$ cat src/rtl/gtb_pkg.sv
package gtb_pkg;

	// Bank shape.
	localparam int GTB_NUM_TIMERS = 4;
	localparam int GTB_CNT_W      = 24;
	localparam int GTB_SHOT_W     = 8;

	// Reset values of the counting state, and the shot count of one.
	localparam logic [GTB_CNT_W-1:0]  GTB_CNT_RST   = 24'h000000;
	localparam logic [GTB_SHOT_W-1:0] GTB_SHOT_RST  = 8'h00;
	localparam logic [GTB_SHOT_W-1:0] GTB_SHOT_ONE  = 8'h01;

	// Run modes; the fourth code is unused and behaves as single-shot.
	typedef enum logic [1:0] {
		GTB_SINGLE = 2'b00,
		GTB_MULTI  = 2'b01,
		GTB_FREE   = 2'b10
	} gtb_mode_t;

	// Channel states.
	typedef enum logic {
		GTB_IDLE = 1'b0,
		GTB_RUN  = 1'b1
	} gtb_state_t;

endpackage

$ cat src/rtl/gtb_chan.sv
`timescale 1ns/100ps
module gtb_chan #(
	parameter int CW = gtb_pkg::GTB_CNT_W,
	parameter int SW = gtb_pkg::GTB_SHOT_W
) (
	// Clock and reset.
	input  wire logic              clk_sys,
	input  wire logic              rst_n,
	// Configuration and control.
	input  wire gtb_pkg::gtb_mode_t mode,
	input  wire logic [CW-1:0]     reload,
	input  wire logic [SW-1:0]     shots,
	input  wire logic              start,
	input  wire logic              stop,
	// State.
	output logic       [CW-1:0]    count,
	output logic                   running,
	output logic                   expire
);
	import gtb_pkg::*;

	gtb_state_t    state;
	gtb_state_t    next_state;
	logic [SW-1:0] left;
	logic [CW-1:0] next_count;
	logic [SW-1:0] next_left;

	// The expiry pulse comes the cycle after the running cycle in which the count sits at zero, unless stop is set.
	wire at_zero    = (state == GTB_RUN) && (count == '0);
	wire keep_going = (mode == GTB_FREE) || ((mode == GTB_MULTI) && (left > GTB_SHOT_ONE));
	wire next_expire = at_zero && !stop;
	wire [SW-1:0] shots_eff = (shots == '0) ? GTB_SHOT_ONE : shots;

	// State sequencing; stop beats start, start restarts a running timer.
	always_comb begin
		next_state = state;
		next_count = count;
		next_left  = left;
		unique case (state)
			GTB_IDLE: begin
				if (start && !stop) begin
					next_state = GTB_RUN;
					next_count = reload;
					next_left  = shots_eff;
				end
			end
			GTB_RUN: begin
				if (stop) begin
					next_state = GTB_IDLE;
				end else if (start) begin
					next_count = reload;
					next_left  = shots_eff;
				end else if (at_zero) begin
					if (keep_going) begin
						next_count = reload;
						if (mode == GTB_MULTI) begin
							next_left = left - GTB_SHOT_ONE;
						end
					end else begin
						next_state = GTB_IDLE;
					end
				end else begin
					next_count = count - 1'b1;
				end
			end
		endcase
	end

	// Counting registers.
	always_ff @(posedge clk_sys or negedge rst_n) begin
		if (!rst_n) begin
			state  <= GTB_IDLE;
			count  <= GTB_CNT_RST;
			left   <= GTB_SHOT_RST;
			expire <= 1'b0;
		end else begin
			state  <= next_state;
			count  <= next_count;
			left   <= next_left;
			expire <= next_expire;
		end
	end

	assign running = (state == GTB_RUN);
endmodule

$ cat src/rtl/gtb_top.sv
`timescale 1ns/100ps
module gtb_top #(
	parameter int NT   = gtb_pkg::GTB_NUM_TIMERS,
	parameter int CW   = gtb_pkg::GTB_CNT_W,
	parameter int SW   = gtb_pkg::GTB_SHOT_W,
	parameter int SELW = $clog2(gtb_pkg::GTB_NUM_TIMERS)
) (
	// Clock and reset.
	input  wire logic              clk_sys,
	input  wire logic              rst_n,
	// Per-timer configuration, timer i in slice i.
	input  wire logic [NT*2-1:0]   mode_sel,
	input  wire logic [NT*CW-1:0]  reload_value,
	input  wire logic [NT*SW-1:0]  shot_count,
	// Per-timer control pulses.
	input  wire logic [NT-1:0]     timer_start,
	input  wire logic [NT-1:0]     timer_stop,
	// Capture control.
	input  wire logic              gpio_evt,
	input  wire logic [SELW-1:0]   cap_sel,
	input  wire logic              cap_clear,
	// Timer state and interrupts.
	output logic      [NT-1:0]     timer_irq,
	output logic      [NT-1:0]     timer_running,
	output logic      [NT*CW-1:0]  timer_count,
	// Capture results.
	output logic      [CW-1:0]     cap_value,
	output logic      [SELW-1:0]   cap_src,
	output logic                   cap_flag
);
	import gtb_pkg::*;

	logic [CW-1:0] chan_count [NT];
	logic          gpio_meta;
	logic          gpio_sync;
	logic          gpio_prev;

	// Field pickers for the packed per-timer configuration.
	function automatic gtb_mode_t mode_of(input logic [NT*2-1:0] v, input int idx);
		return gtb_mode_t'(v[idx*2 +: 2]);
	endfunction

	function automatic logic [CW-1:0] reload_of(input logic [NT*CW-1:0] v, input int idx);
		return v[idx*CW +: CW];
	endfunction

	function automatic logic [SW-1:0] shots_of(input logic [NT*SW-1:0] v, input int idx);
		return v[idx*SW +: SW];
	endfunction

	// One independent channel per timer.
	for (genvar i = 0; i < NT; i++) begin : g_chan
		gtb_chan #(
			.CW (CW),
			.SW (SW)
		) u_chan (
			.clk_sys (clk_sys),
			.rst_n   (rst_n),
			.mode    (mode_of(mode_sel, i)),
			.reload  (reload_of(reload_value, i)),
			.shots   (shots_of(shot_count, i)),
			.start   (timer_start[i]),
			.stop    (timer_stop[i]),
			.count   (chan_count[i]),
			.running (timer_running[i]),
			.expire  (timer_irq[i])
		);
		assign timer_count[i*CW +: CW] = chan_count[i];
	end

	// Event edge and the count it picks.
	wire           evt_rise  = gpio_sync && !gpio_prev;
	wire [CW-1:0]  sel_count = chan_count[cap_sel];

	// The GPIO event is a pin, so it is synchronised before use.
	always_ff @(posedge clk_sys or negedge rst_n) begin
		if (!rst_n) begin
			gpio_meta <= 1'b0;
			gpio_sync <= 1'b0;
			gpio_prev <= 1'b0;
		end else begin
			gpio_meta <= gpio_evt;
			gpio_sync <= gpio_meta;
			gpio_prev <= gpio_sync;
		end
	end

	// Capture store; a new event wins over a clear in the same cycle.
	always_ff @(posedge clk_sys or negedge rst_n) begin
		if (!rst_n) begin
			cap_value <= GTB_CNT_RST;
			cap_src   <= '0;
			cap_flag  <= 1'b0;
		end else if (evt_rise) begin
			cap_value <= sel_count;
			cap_src   <= cap_sel;
			cap_flag  <= 1'b1;
		end else if (cap_clear) begin
			cap_flag  <= 1'b0;
		end
	end

	// Per-timer checks on what each channel shows at the top.
	for (genvar i = 0; i < NT; i++) begin : g_chk

	end
endmodule

$ cat config.mk
export PLATFORM = sky130hd
export DESIGN_NAME = gtb_top
export DESIGN_NICKNAME = d
export VERILOG_FILES = /design/src/rtl/gtb_pkg.sv /design/src/rtl/gtb_chan.sv /design/src/rtl/gtb_top.sv
export SDC_FILE = /design/constraint.sdc
export NUM_CORES = 1
export LEC_CHECK = 0
export BUFFER_PORTS_ARGS = -buffer_cell sky130_fd_sc_hd__buf_2
export CAP_MARGIN = 30
export CORE_UTILIZATION = 35
export DETAILED_ROUTE_END_ITERATION = 7
export HOLD_SLACK_MARGIN = 0.03
export PLACE_DENSITY_LB_ADDON = 0.3
export SETUP_SLACK_MARGIN = 0.15
export SKIP_CTS_REPAIR_TIMING = 1
export SKIP_LAST_GASP = 1
export SLEW_MARGIN = 20
export SYNTH_ARGS = -nofsm -noshare
export SYNTH_HDL_FRONTEND = slang
export SYNTH_HIERARCHICAL = 1
export SYNTH_SLANG_ARGS = --single-unit
$ cat constraint.sdc
create_clock -name clk_sys -period 3.5 [get_ports clk_sys]
set_clock_uncertainty 0.2 [all_clocks]
set_input_delay 1.05 -clock clk_sys [delete_from_list [all_inputs] [get_ports clk_sys]]
set_output_delay 1.05 -clock clk_sys [all_outputs]
set_load 0.02 [all_outputs]
======== After elaboration in Yosys (flattened, before gate mapping) ========
Index checks and enable logic that the tools add are counted.
cells by class
  $add $sub $neg .......................... 8
  magnitude comparators ................... 5
  equal/unequal tests ..................... 32
  mux-type cells .......................... 85
  bitwise gates (word level) .............. 5
  reductions and logical operators ........ 43
operators with widths
  operator                                                                 count
  24-bit two-way mux                                                       22
  8-bit two-way mux                                                        28
  24-bit one-hot mux with 2 select lines                                   4
  24-bit logical NOT                                                       4
  24-bit by 1-bit subtractor with 24-bit output, second input constant     4
  8-bit one-hot mux with 2 select lines                                    4
  24-bit binary-select mux with 2-bit select                               1
  3-bit inequality test, second input constant                             12
  8-bit by 1-bit > comparator with 1-bit output, second input constant     4
  8-bit logical NOT                                                        4
  8-bit by 1-bit subtractor with 8-bit output, second input constant       4
  1-bit two-way mux                                                        22
  5-bit AND reduction                                                      4
  1-bit logical AND                                                        17
  4-bit inequality test, second input constant                             4
  3-bit AND reduction                                                      4
  2-bit by 1-bit == test with 1-bit output, second input constant          4
  2-bit == test, second input constant                                     4
  2-bit by 1-bit inequality test with 1-bit output, second input constant  4
  2-bit inequality test, second input constant                             4
  1-bit one-hot mux with 2 select lines                                    4
  1-bit logical NOT                                                        5
  1-bit logical OR                                                         4
  1-bit NOT                                                                4
  3 further kinds                                                          3
word-level totals
  flip-flop bits (word level) ............. 166
  bits of input ports ..................... 150
  output and inout port bits .............. 131
  logic and storage cells ................. 200

======== Longest topological paths before layout ========
Gate-level depths: netlist (run 1).
  word-level depth ........................ 8
  depth in mapped cells ................... 10
  gate-level depth less buffers ........... 9

======== By module ========
Netlist (run 1), hierarchy kept.
modules (own cells, without submodules)
  module                            times used  cells an instance  area an instance (um^2)  seq. area each (um^2)
  gtb_chan at g_chan[0].u_chan ...  2           269                2,428.6                  850.8
  gtb_chan at g_chan[2].u_chan      1           268                2,367.3                  850.8
  gtb_chan at g_chan[3].u_chan      1           270                2,178.3                  850.8
  gtb_top                           1           92                 1,771.7                  750.7

======== Least setup slack after synthesis (run 1) ========
OpenSTA, ideal clock, no wires.
  kind .................................... reg-to-reg
  from .................................... reg g_chan[2].u_chan.count[7]
  to ...................................... reg g_chan[2].u_chan.count[13]
  library setup time ...................... 0.123 ns
  arrival ................................. 2.401 ns
  data required time ...................... 3.177 ns
  slack ................................... 0.776 ns
  stages on the path, launching flop included .. 8
  buffers on the path ..................... 3
  clock period less this slack ............ 2.724 ns
  cells stage by stage .................... dfrtp_1 > buf_2 > or4_4 > or4_4 > o41ai_4 > buf_4 > buf_4 > o2bb2ai_1
between the ends
  cells in the longest elaborated chain, start to end .. 6
  elaborated cells on any way between the ends .. 9
  those cells by class .................... add/sub (1); eq/ne (1); mux (4); reduce/logical (3)
ends and longest elaborated chain
  what                                                                                   line            text
  start: declaration                                                                     gtb_chan.sv:16  output logic [CW-1:0] count,
  start signal: assignment                                                               gtb_chan.sv:78  count <= next_count;
  branches (longest 6 deep; another with 24-bit by 1-bit subtractor with 24-bit output)  --
Parallel ways; which one is timed is not known. The select of a mux whose other input is x is not followed.
A chain may end at the register's enable or synchronous reset.

======== Worst setup path after layout (run 1) ========
  from .................................... reg g_chan[2].u_chan.count[10]
  to ...................................... reg g_chan[2].u_chan.count[12]
Same word-level chain as after synthesis.

==> run summary, run 1 <==
==========================================================================================
Synthesized-area fraction occupied by and/or/nand/nor cells .................        19.0%
Post-synthesis cell count ...................................................         1168
Core footprint ..............................................................   31500 um^2
Achievable frequency ........................................................      336 MHz
TritonCTS clock tree ........................................................          yes
Cell Int Power ..............................................................      4240 uW
CTS Buf Count ...............................................................           17
Growth of design area from synthesis to finish ..............................        23.1%
Average footprint of a synthesized cell .....................................    9.57 um^2
Die Width ...................................................................       181 um
Worst Path Max Fanout .......................................................           30
Data arrival at the endpoint of the critical path ...........................      3.06 ns
Wire length reported by the detailed router .................................     40500 um
Power per cell area .........................................................  506 nW/um^2
Placement Cell Area .........................................................   13200 um^2
Met1 Wirelength .............................................................     17300 um
Overall overflow remaining after global route ...............................            0
Root Buffer Master .......................................................... sky130_fd_sc_hd__clkbuf_16
Minimum clock period ........................................................      2.98 ns
Number of maximum-capacitance violations ....................................            0
Total global-route track usage ..............................................        24.7%
Net Sw Frac .................................................................        39.0%
HPWL after DPL ..............................................................     30200 um
Run status .................................................................. finished, final reports clean
Cell area after layout ......................................................   13800 um^2
LEAKAGE .....................................................................   0.00579 uW
Wire length of the first global-routing pass ................................     62300 um
Post-synth EDFFs ............................................................            0
Largest net degree at the start of global routing ...........................           61
Final Power .................................................................      6960 uW
Flops & latches, synth ......................................................          166
Number of global-route vias before repair ...................................        10.6k
Worst Hold Class ............................................................      reg2reg
CP delay by family, top ..................................................... simple AND/OR/NAND/NOR gates
Total number of clock tree sinks ............................................          166
Commonest register cell after synthesis ..................................... sky130_fd_sc_hd__dfrtp_1
Post-route ant nets .........................................................            0
Crit path required time .....................................................      3.59 ns
Final Wtd Congestion ........................................................        0.933
Setup Viol. Count Final .....................................................            0
Final net count .............................................................         1609
Worst-skew pair later-pin latency ...........................................      0.44 ns
Die Footprint ...............................................................   32600 um^2
Max stage delay cell, worst path ............................................ sky130_fd_sc_hd__or4_4
CP bufs+invs ................................................................            1
Number of core rows .........................................................           65
Synthesized net count .......................................................         1334
Drt drc .....................................................................            0
Vias/cell ...................................................................         6.00
Main combinational cell family by area after synthesis ...................... compound AO/OA/AOI/OAI gates
Final count of pins violating max slew ......................................            0
Share of final-layout standard cells stronger than drive strength 1 .........        30.9%
Yosys Warn Count ............................................................            6
Nature of the critical path endpoint ........................................         flop
TritonRoute pass-1 iters ....................................................            7
Largest stage delay, worst path .............................................      0.61 ns
Share of the synthesized area in compound gates (AO/OA/AOI/OAI) .............        23.4%
Via count ...................................................................        11.2k
Dpl cells ...................................................................         1826
Part of the total power dissipated in combinational logic ...................        30.7%
Register area share after synthesis .........................................        37.2%
Worst-Margin Slew ...........................................................     0.878 ns
Starting utilization of the core area .......................................        35.5%
Die boundary height .........................................................       181 um
Clock transition at the registers of the reported paths .....................      0.07 ns
Clock power share ...........................................................        28.2%
Starting DRT DRC Count ......................................................          801
Detailed route wirelength on metal3 .........................................      3270 um
Ys async rst share ..........................................................         100%
Number of buffers on the longest clock path .................................            2
Uppermost routed layer ......................................................         met5
Share of synthesized cell area in full adder, half adder and majority cells .        1.79%
Setup TNS after final layout ................................................         0 ns
Routed length per instance ..................................................      21.8 um
Switching power .............................................................      2710 uW
Proportion of synthesized area in mux cells .................................        13.4%
Antenna violations before repair ............................................            2
Reg power frac ..............................................................        41.1%
Number of distinct library cells after synthesis ............................           68
Relative max-transition margin ..............................................        40.9%
Post-synthesis instance area ................................................   11200 um^2
Final Hold Vio Count ........................................................            0
H-tree levels ...............................................................            4
Number of top-level pins ....................................................          281
Startpoint-to-endpoint class of the critical path ...........................      reg2reg
Tcrit/Tclk final ............................................................        85.1%
Cell Chain, Critical Path ................................................... or4_1, or4_4, o41ai_4, inv_2, o21ai_0, a22oi_1
RSZ-0062 raised after global routing ........................................           no
Fraction of synthesized cell area in xor and xnor cells .....................           0%
Worst setup slack for register-to-register paths ............................      0.52 ns
Peak supply drop ............................................................       333 uV
Non-Filler Instances ........................................................         1858
Count of antenna diodes in the layout .......................................            0
Number of buffers inserted by port buffering ................................          280
Routed wl met2 ..............................................................     18200 um
Type of origin of the critical path .........................................         flop
==========================================================================================
power groups by stage:
stage / Clock (uW) / Combinational, uW / Sequential, uW
after floorplan: 0 / 1020 / 2980
after global placement: 0 / 2100 / 2870
after detailed placement: 0 / 2120 / 2880
after CTS: 2020 / 2130 / 2840
after global routing: 2090 / 2310 / 2910
final: 1960 / 2140 / 2860
worst reg2reg max path: cells and delay by family (launching register included):
| kind | cells | cell delay [ns] |
|---|---|---|
| AO/OA/AOI/OAI | 3 | 0.63 |
| buffers and inverters | 1 | 0.31 |
| flip-flops | 1 | 0.48 |
| AND/OR/NAND/NOR | 2 | 1.21 |
per-stage QoR:
step,setup WS (ns),hold slack (ns),utilization (%)
CTS,0.556,0.163,43.7
finish,0.522,0.158,43.7
detailed placement,0.564,0.136,41.8
global placement,0.614,0.131,41.7
floorplan,0.776,0.131,-
global route,0.398,0.176,43.7
synth_stat cells, drive strengths merged (3+ instances only):
library cell | number | area [um^2]
nand4 | 15 | 93.8
ha | 16 | 200
nand3 | 21 | 105
nor2b | 7 | 43.8
nand2 | 41 | 154
o22ai | 7 | 43.8
inv | 58 | 218
o2111ai | 3 | 26.3
clkbuf | 35 | 131
buf | 38 | 231
or2 | 10 | 65.1
nor2 | 92 | 348
or4 | 26 | 218
or3 | 10 | 72.6
a211o | 3 | 26.3
dfrtp | 166 | 4150
a2bb2oi | 11 | 96.3
a21o | 8 | 60.1
nor4 | 49 | 367
mux4 | 24 | 559
nor4b | 4 | 35.0
a22oi | 30 | 225
nor3 | 63 | 315
a211oi | 15 | 118
nand3b | 5 | 37.5
a21oi | 75 | 383
mux2 | 26 | 364
and4 | 3 | 26.3
a22o | 8 | 70.1
mux2i | 57 | 571
and3 | 5 | 31.3
and3b | 3 | 26.3
o21ai | 80 | 434
o2bb2ai | 62 | 543
o211ai | 38 | 285
o221ai | 14 | 123
nand2b | 7 | 43.8
nor3b | 11 | 82.6
a31oi | 5 | 31.3
logic make-up after synthesis:
family,count (synthesis)
buffers and inverters,131
AND/OR/NAND/NOR,379
adder cells (fa/ha/maj),16
AO/OA/AOI/OAI,369
flip-flops,166
multiplexers,107
area by class of cell:
type | instances | area (um^2)
flip-flops and latches | 166 | 4150
repair buffers | 329 | 1820
clock buffers | 19 | 453
well taps | 402 | 503
fillers | 3115 | 17700
inverters | 58 | 218
multi-input cells | 871 | 6460
clock inverters | 13 | 145
path summary, 6_finish.rpt:
| check | start | endpoint | cells after the start |
|---|---|---|---|
| worst max-delay path | g_chan[2].u_chan/count[10] | g_chan[2].u_chan/count[12] | 6 |
| worst min-delay path | gpio_meta | gpio_sync | 0 |
| worst max register to register | g_chan[2].u_chan/count[10] | g_chan[2].u_chan/count[12] | 6 |
| worst min register to register | gpio_meta | gpio_sync | 0 |
| max in group asynchronous | rst_n | g_chan[1].u_chan/left[4] | 2 |
| min in group asynchronous | rst_n | g_chan[0].u_chan/left[3] | 1 |
registers in the layout, indices dropped and copies added, names as in the netlist:
register               cells
gpio_meta                  1
gpio_prev                  1
g_chan.u_chan/count       96
cap_value                 24
g_chan.u_chan/left        32
gpio_sync                  1
g_chan.u_chan/running      4
g_chan.u_chan/expire       4
cap_flag                   1
cap_src                    2
per-layer routing:
metal  track usage (%)  up-vias
li1                  -     5102
met3              5.98       96
met2              37.7      529
met1              33.0     5425
met4              10.9        4
met5                 0        -
cells in the final DEF, fill, tap and decap left out, drive strengths merged, types with 4 or more instances in the layout:
master / instances
nor3b: 11
nor2b: 7
nand3: 21
a211oi: 15
clkbuf: 19
mux2i: 57
nand2: 41
nand3b: 5
o211ai: 38
inv: 63
mux2: 26
a31oi: 5
o221ai: 14
a22oi: 30
dfrtp: 166
nand4: 15
a21o: 8
a2bb2oi: 11
o21ai: 80
a21oi: 75
mux4: 24
or2: 10
or3: 10
nor4b: 4
a22o: 8
nor4: 49
nor3: 63
ha: 16
buf: 329
o2bb2ai: 62
nand2b: 7
nor2: 92
o22ai: 7
or4: 26
and3: 5
Power figures use the tool's default switching activity.
==> inputs of run 2 (changes only) <==
--- a/config.mk
+++ b/config.mk
@@ -9,8 +9,9 @@
 export CAP_MARGIN = 30
 export CORE_UTILIZATION = 35
 export DETAILED_ROUTE_END_ITERATION = 7
+export GPL_TIMING_DRIVEN = 0
 export HOLD_SLACK_MARGIN = 0.03
-export PLACE_DENSITY_LB_ADDON = 0.3
+export PLACE_DENSITY = 0.66
 export SETUP_SLACK_MARGIN = 0.15
 export SKIP_CTS_REPAIR_TIMING = 1
 export SKIP_LAST_GASP = 1
==> run 2 against run 1 <==
  * Fmax down 4.4%
  * Combinational power down 3%
  * Critical path depth is 2 higher
  * Utilization about the same
  * Sequential share of layout area hardly changed
  * Non-clock buffer count up 24
  * Global-route usage increased by 0.24 points
  * Sequential power increased by 1%
  * First-iteration DRC count grew 54%
  * Flip-flop and latch count is the same
  * Worst hold slack about the same
  * Largest cell class unchanged
  * Highest routed layer unchanged
==> run summary, run 2 (synthesized netlist as in run 1, its figures left out) <==
==================================================================================
Run status .......................................................... finished, final reports clean   unchanged
Final count of pins violating max slew ..............................            0   unchanged
Total global-route track usage ......................................        24.9%   was 24.7%
TritonRoute pass-1 iters ............................................            5   was 7
Wire length of the first global-routing pass ........................     62700 um   was 62300 um
Number of buffers inserted by port buffering ........................          278   was 280
Worst-Margin Slew ...................................................     0.830 ns   was 0.878 ns
Number of buffers on the longest clock path .........................            2   unchanged
Worst setup slack for register-to-register paths ....................      0.39 ns   was 0.52 ns
Worst-skew pair later-pin latency ...................................      0.44 ns   about the same
Startpoint of the most critical setup path .......................... g_chan[2].u_chan/count[0]   was g_chan[2].u_chan/count[10]
Worst reg-to-reg path cell count ....................................            8   was 6
Relative max-transition margin ......................................        44.2%   was 40.9%
Met1 Wirelength .....................................................     17900 um   was 17300 um
Number of global-route vias before repair ...........................        10.5k   was 10.6k
Most used cells in the layout excluding fill and tap cells .......... sky130_fd_sc_hd__buf_2, sky130_fd_sc_hd__dfrtp_1, sky130_fd_sc_hd__nor2_1   unchanged
Uppermost routed layer ..............................................         met5   unchanged
Post-route ant nets .................................................            0   unchanged
Peak supply drop ....................................................       345 uV   was 333 uV
Largest stage delay, worst path .....................................      0.67 ns   was 0.61 ns
Cell Chain, Critical Path ........................................... inv_1, ha_1, or4b_2, or2_2, clkbuf_1, nor4_1, a211oi_1, a211oi_2   was or4_1, or4_4, o41ai_4, inv_2, o21ai_0, a22oi_1
Type of origin of the critical path .................................         flop   unchanged
Area occupied by registers ..........................................    4150 um^2   unchanged
Share of final-layout standard cells stronger than drive strength 1 .        29.3%   was 30.9%
H-tree levels .......................................................            4   unchanged
Capture point of the worst reg-to-reg path .......................... g_chan[2].u_chan/count[22]   was g_chan[2].u_chan/count[12]
Tcrit/Tclk final ....................................................        89.0%   was 85.1%
Die Width ...........................................................       181 um   unchanged
Routed length per instance ..........................................      21.7 um   was 21.8 um
Starting utilization of the core area ...............................        35.5%   unchanged
Power per cell area .................................................  512 nW/um^2   was 506 nW/um^2
Detailed route wirelength on metal3 .................................      3510 um   was 3270 um
HPWL after DPL ......................................................     30800 um   was 30200 um
Number of filler instances in the final layout ......................         3099   was 3115
Max stage delay cell, worst path .................................... sky130_fd_sc_hd__or4b_2   was sky130_fd_sc_hd__or4_4
Worst slack after detailed placement ................................     0.115 ns   was 0.564 ns
Starting DRT DRC Count ..............................................         1233   was 801
Final net count .....................................................         1633   was 1609
Nature of the critical path endpoint ................................         flop   unchanged
Routed wl met2 ......................................................     18000 um   was 18200 um
Multi-input combinational cell area .................................    6440 um^2   was 6460 um^2
Final worst setup slack .............................................     0.386 ns   was 0.522 ns
Flip-flop count of the largest register, all copies and words added .           96   unchanged
Overall overflow remaining after global route .......................            0   unchanged
Crit path required time .............................................      3.66 ns   was 3.59 ns
Largest net degree at the start of global routing ...................           86   was 61
CTS Buf Count .......................................................           17   unchanged
Number of top-level pins ............................................          281   unchanged
Worst Hold Class ....................................................      reg2reg   unchanged
Final Power .........................................................      7050 uW   was 6960 uW
Setup Viol. Count Final .............................................            0   unchanged
Core footprint ......................................................   31500 um^2   unchanged
Data arrival at the endpoint of the critical path ...................      3.27 ns   was 3.06 ns
TritonCTS clock tree ................................................          yes   unchanged
CP endpoint ......................................................... g_chan[2].u_chan/count[22]   was g_chan[2].u_chan/count[12]
Cell area after layout ..............................................   13700 um^2   was 13800 um^2
Clock transition at the registers of the reported paths .............      0.07 ns   about the same
Die Footprint .......................................................   32600 um^2   unchanged
Achievable frequency ................................................      321 MHz   was 336 MHz
Minimum clock period ................................................      3.11 ns   was 2.98 ns
Via count ...........................................................        11.3k   was 11.2k
Registers with the highest flip-flop counts ......................... g_chan.u_chan/count (96), g_chan.u_chan/left (32), cap_value (24)   unchanged
Hold Worst Slack ....................................................     0.159 ns   was 0.158 ns
Placement Cell Area .................................................   13100 um^2   was 13200 um^2
Wire length reported by the detailed router .........................     40900 um   was 40500 um
Setup TNS after final layout ........................................         0 ns   unchanged
Root Buffer Master .................................................. sky130_fd_sc_hd__clkbuf_16   unchanged
Antenna violations before repair ....................................            1   was 2
Drt drc .............................................................            0   unchanged
Growth of design area from synthesis to finish ......................        23.0%   was 23.1%
Worst Path Max Fanout ...............................................            6   was 30
Die boundary height .................................................       181 um   unchanged
Startpoint of the worst hold path ...................................    gpio_meta   unchanged
Total number of clock tree sinks ....................................          166   unchanged
Most common cell after layout, fill and taps aside .................. sky130_fd_sc_hd__buf_2   unchanged
LEAKAGE .............................................................   0.00575 uW   was 0.00579 uW
Number of core rows .................................................           65   unchanged
Most flops, register ................................................ g_chan.u_chan/count   unchanged
RSZ-0062 raised after global routing ................................           no   unchanged
Startpoint of the worst register-to-register path ................... g_chan[2].u_chan/count[0]   was g_chan[2].u_chan/count[10]
Final Hold Vio Count ................................................            0   unchanged
Number of maximum-capacitance violations ............................            0   unchanged
Startpoint-to-endpoint class of the critical path ...................      reg2reg   unchanged
Vias/cell ...........................................................         5.99   was 6.00
Final Wtd Congestion ................................................        0.941   was 0.933
==================================================================================
run 2: cell types whose count changed in the layout (fill, tap and decap cells not counted), sizes merged:
cell / before / now
diode: 0 / 1
clkinv: 3 / 4
clkbuf: 19 / 56
inv: 63 / 58
bufinv: 2 / 4
buf: 329 / 318
run 2: final cells by class:
| type | instances | share of cell area, % |
|---|---|---|
| multi-input cells | 871 | 46.8 |
| plain buffers | 73 | 2.64 |
| flip-flops and latches | 166 | 30.2 |
| diodes | 1 | 0.0182 |
| repair buffers | 280 | 10.4 |
| well taps | 402 | 3.66 |
| clock buffers | 21 | 3.35 |
| inverters | 58 | 1.58 |
| clock inverters | 11 | 1.27 |
run 2: worst max-delay path, delay by kind of cell, from the launching register on:
| family | cells | cell delay, ns |
|---|---|---|
| AND/OR/NAND/NOR | 3 | 1.35 |
| flip-flops | 1 | 0.48 |
| AO/OA/AOI/OAI | 2 | 0.40 |
| buffers and inverters | 2 | 0.34 |
| adder cells (fa/ha/maj) | 1 | 0.25 |
run 2: power by group:
part | total (uW) | switching (uW) | internal, uW | leakage [uW]
Clock | 2070 | 836 | 1240 | 0.000299
Combinational | 2080 | 1220 | 860 | 0.00347
Sequential | 2900 | 642 | 2250 | 0.00199
run 2: layer usage:
metal,global-route usage [%],vias up
met5,0,-
met2,37.2,652
met4,10.1,2
li1,-,5127
met3,5.76,78
met1,34.6,5429
run 2: how the worst min path moves through the flow:
stage,slack (ns),end,depth (start not counted)
floorplan,0.13,gpio_sync,0
global placement,0.14,gpio_sync,0
detailed placement,0.15,gpio_sync,0
CTS,0.17,gpio_sync,0
global route,0.18,gpio_sync,0
finish,0.16,gpio_sync,0
run 2: metrics by stage:
step / util, % / cells
after global routing: 43.7 / 1882
after global placement: 41.5 / 1848
final: 43.7 / 1883
after detailed placement: 41.6 / 1849
after CTS: 43.7 / 1881
after floorplan: - / 1168
==> inputs of run 3 (changes only) <==
--- a/config.mk
+++ b/config.mk
@@ -7,11 +7,11 @@
 export LEC_CHECK = 0
 export BUFFER_PORTS_ARGS = -buffer_cell sky130_fd_sc_hd__buf_2
 export CAP_MARGIN = 30
-export CORE_UTILIZATION = 35
+export CORE_UTILIZATION = 55
 export DETAILED_ROUTE_END_ITERATION = 7
 export GPL_TIMING_DRIVEN = 0
 export HOLD_SLACK_MARGIN = 0.03
-export PLACE_DENSITY = 0.66
+export PLACE_DENSITY = 0.92
 export SETUP_SLACK_MARGIN = 0.15
 export SKIP_CTS_REPAIR_TIMING = 1
 export SKIP_LAST_GASP = 1
==> run 3 against run 2 <==
  * Clock power down 11%
  * Utilization up 25 points
  * Final area down 1.6%
  * First-iteration DRC count up 1.2%
  * Via count up 3.3%
  * Critical endpoint is now g_chan[3].u_chan/count[10]
  * Largest cell class unchanged
==> run summary, run 3 (synthesized netlist as in run 1, its figures left out) <==
==================================================================================
Worst reg-to-reg path cell count ....................................            9   was 8
Dpl cells ...........................................................         1713   was 1849
Largest net degree at the start of global routing ...................           66   was 86
Most flops, register ................................................ g_chan.u_chan/count   unchanged
Type of origin of the critical path .................................         flop   unchanged
Die boundary height .................................................       145 um   was 181 um
Flip-flop count of the largest register, all copies and words added .           96   unchanged
CTS Buf Count .......................................................           17   unchanged
Post-route ant nets .................................................            0   unchanged
Worst Hold Class ....................................................      reg2reg   unchanged
HPWL after DPL ......................................................     28900 um   was 30800 um
TritonRoute pass-1 iters ............................................            8   was 5
Final Wtd Congestion ................................................        0.959   was 0.941
Net Sw Frac .........................................................        39.3%   was 38.3%
Switching power .....................................................      2660 uW   was 2700 uW
Clock power share ...................................................        27.3%   was 29.4%
Most common cell after layout, fill and taps aside .................. sky130_fd_sc_hd__buf_2   unchanged
Total global-route track usage ......................................        37.2%   was 24.9%
Root Buffer Master .................................................. sky130_fd_sc_hd__clkbuf_16   unchanged
Share of final-layout standard cells stronger than drive strength 1 .        29.5%   was 29.3%
Clock transition at the registers of the reported paths .............      0.07 ns   about the same
Crit path required time .............................................      3.61 ns   was 3.66 ns
Hold Worst Slack ....................................................     0.152 ns   was 0.159 ns
Die Width ...........................................................       145 um   was 181 um
Run status .......................................................... finished, final reports clean   unchanged
Minimum clock period ................................................      3.10 ns   was 3.11 ns
Starting utilization of the core area ...............................        56.7%   was 35.5%
Nature of the critical path endpoint ................................         flop   unchanged
Peak supply drop ....................................................       338 uV   was 345 uV
Wire length of the first global-routing pass ........................     58900 um   was 62700 um
Final Hold Vio Count ................................................            0   unchanged
LEAKAGE .............................................................   0.00574 uW   was 0.00575 uW
Starting DRT DRC Count ..............................................         1248   was 1233
Fraction of the core area covered by cells at the end of the flow ...        68.6%   was 43.7%
Number of core rows .................................................           51   was 65
Tcrit/Tclk final ....................................................        88.5%   was 89.0%
Achievable frequency ................................................      323 MHz   was 321 MHz
RSZ-0062 raised after global routing ................................           no   unchanged
Via count ...........................................................        11.7k   was 11.3k
Startpoint-to-endpoint class of the critical path ...................      reg2reg   unchanged
Number of buffers inserted by port buffering ........................          278   unchanged
Most used cells in the layout excluding fill and tap cells .......... sky130_fd_sc_hd__buf_2, sky130_fd_sc_hd__dfrtp_1, sky130_fd_sc_hd__nor2_1   unchanged
Relative max-transition margin ......................................        40.1%   was 44.2%
Worst-skew pair later-pin latency ...................................      0.43 ns   was 0.44 ns
Worst Path Max Fanout ...............................................           10   was 6
Non-Filler Instances ................................................         1746   was 1883
Part of the total power dissipated in combinational logic ...........        30.3%   was 29.5%
Routed length per instance ..........................................      22.0 um   was 21.7 um
Antenna violations before repair ....................................            1   unchanged
Hold path depth .....................................................            0   unchanged
Number of maximum-capacitance violations ............................            0   unchanged
Registers with the highest flip-flop counts ......................... g_chan.u_chan/count (96), g_chan.u_chan/left (32), cap_value (24)   unchanged
Number of top-level pins ............................................          281   unchanged
Final count of pins violating max slew ..............................            0   unchanged
Number of buffers on the longest clock path .........................            2   unchanged
Core footprint ......................................................   19700 um^2   was 31500 um^2
Reg power frac ......................................................        42.4%   was 41.1%
Drt drc .............................................................            0   unchanged
Final worst setup slack .............................................     0.403 ns   was 0.386 ns
Die Footprint .......................................................   20900 um^2   was 32600 um^2
Worst-Margin Slew ...................................................     0.892 ns   was 0.830 ns
H-tree levels .......................................................            4   unchanged
Setup Viol. Count Final .............................................            0   unchanged
Number of global-route vias before repair ...........................        10.9k   was 10.5k
Wire length reported by the detailed router .........................     38400 um   was 40900 um
Total number of clock tree sinks ....................................          166   unchanged
Data arrival at the endpoint of the critical path ...................      3.21 ns   was 3.27 ns
Growth of design area from synthesis to finish ......................        21.1%   was 23.0%
TritonCTS clock tree ................................................          yes   unchanged
Vias/cell ...........................................................         6.68   was 5.99
Overall overflow remaining after global route .......................            0   unchanged
Worst slack after detailed placement ................................     0.231 ns   was 0.115 ns
Final net count .....................................................         1633   unchanged
Power per cell area .................................................  501 nW/um^2   was 512 nW/um^2
Cell Int Power ......................................................      4120 uW   was 4350 uW
==================================================================================
-- run 3: cell types whose count changed in the layout (fill, tap and decap cells not counted), sizes merged --
cell,delta
inv,+9
clkbuf,-4
bufinv,-3
clkinvlp,-2
-- run 3: area by class of cell --
| class | instances | area (um^2) |
|---|---|---|
| Tap cell | 265 | 332 |
| Sequential cell | 166 | 4150 |
| Timing Repair Buffer | 280 | 1460 |
| Antenna cell | 1 | 2.50 |
| Clock buffer | 17 | 425 |
| Buffer | 73 | 363 |
| Clock inverter | 15 | 143 |
| Inverter | 58 | 218 |
| Fill cell | 1547 | 6180 |
| Multi-Input combinational cell | 871 | 6440 |
-- run 3: layer usage --
layer | track usage [%] | share of wire [%] | vias up
met4 | 18.9 | 4.8 | 0
li1 | - | - | 5151
met3 | 8.38 | 11 | 144
met5 | 0 | 0 | -
met1 | 49.8 | 40 | 5567
met2 | 56.4 | 45 | 802
-- run 3: final timing paths --
kind / start / to / slack [ns]
max: g_chan[3].u_chan/count[1] / g_chan[3].u_chan/count[10] / 0.40
min: gpio_meta / gpio_sync / 0.15
min reg2reg: gpio_meta / gpio_sync / 0.15
min in group asynchronous: rst_n / g_chan[2].u_chan/left[1] / 0.32
max in group asynchronous: rst_n / g_chan[0].u_chan/count[10] / 2.12
max reg2reg: g_chan[3].u_chan/count[1] / g_chan[3].u_chan/count[10] / 0.40
-- run 3: per-stage QoR --
stage          area [um^2]  power, uW  setup TNS (ns)
6_report             13500       6780               0
5_1_grt              13500       7070               0
4_1_cts              13500       6740               0
3_5_place_dp         13000       4900               0
3_3_place_gp         12900       4830         -238.42
2_1_floorplan        11200       3990               0
-- run 3: critical path: stages, from the launching register on --
cell and delay (ns):
sky130_fd_sc_hd__dfrtp_1 0.56, sky130_fd_sc_hd__inv_1 0.14, sky130_fd_sc_hd__ha_1 0.20, sky130_fd_sc_hd__and3b_1 0.17, sky130_fd_sc_hd__and3_1 0.23, sky130_fd_sc_hd__a31oi_1 0.65, sky130_fd_sc_hd__clkbuf_1 0.43, sky130_fd_sc_hd__o21ai_0 0.17
sky130_fd_sc_hd__a21oi_1 0.18, sky130_fd_sc_hd__a21oi_1 0.05
-- run 3: power groups by stage --
stage               registers [uW]  clock network (uW)  logic [uW]
global placement              2860                   0        1970
detailed placement            2870                   0        2030
floorplan                     2980                   0        1020
CTS                           2840                1870        2040
global route                  2900                1950        2220
finish                        2870                1850        2050
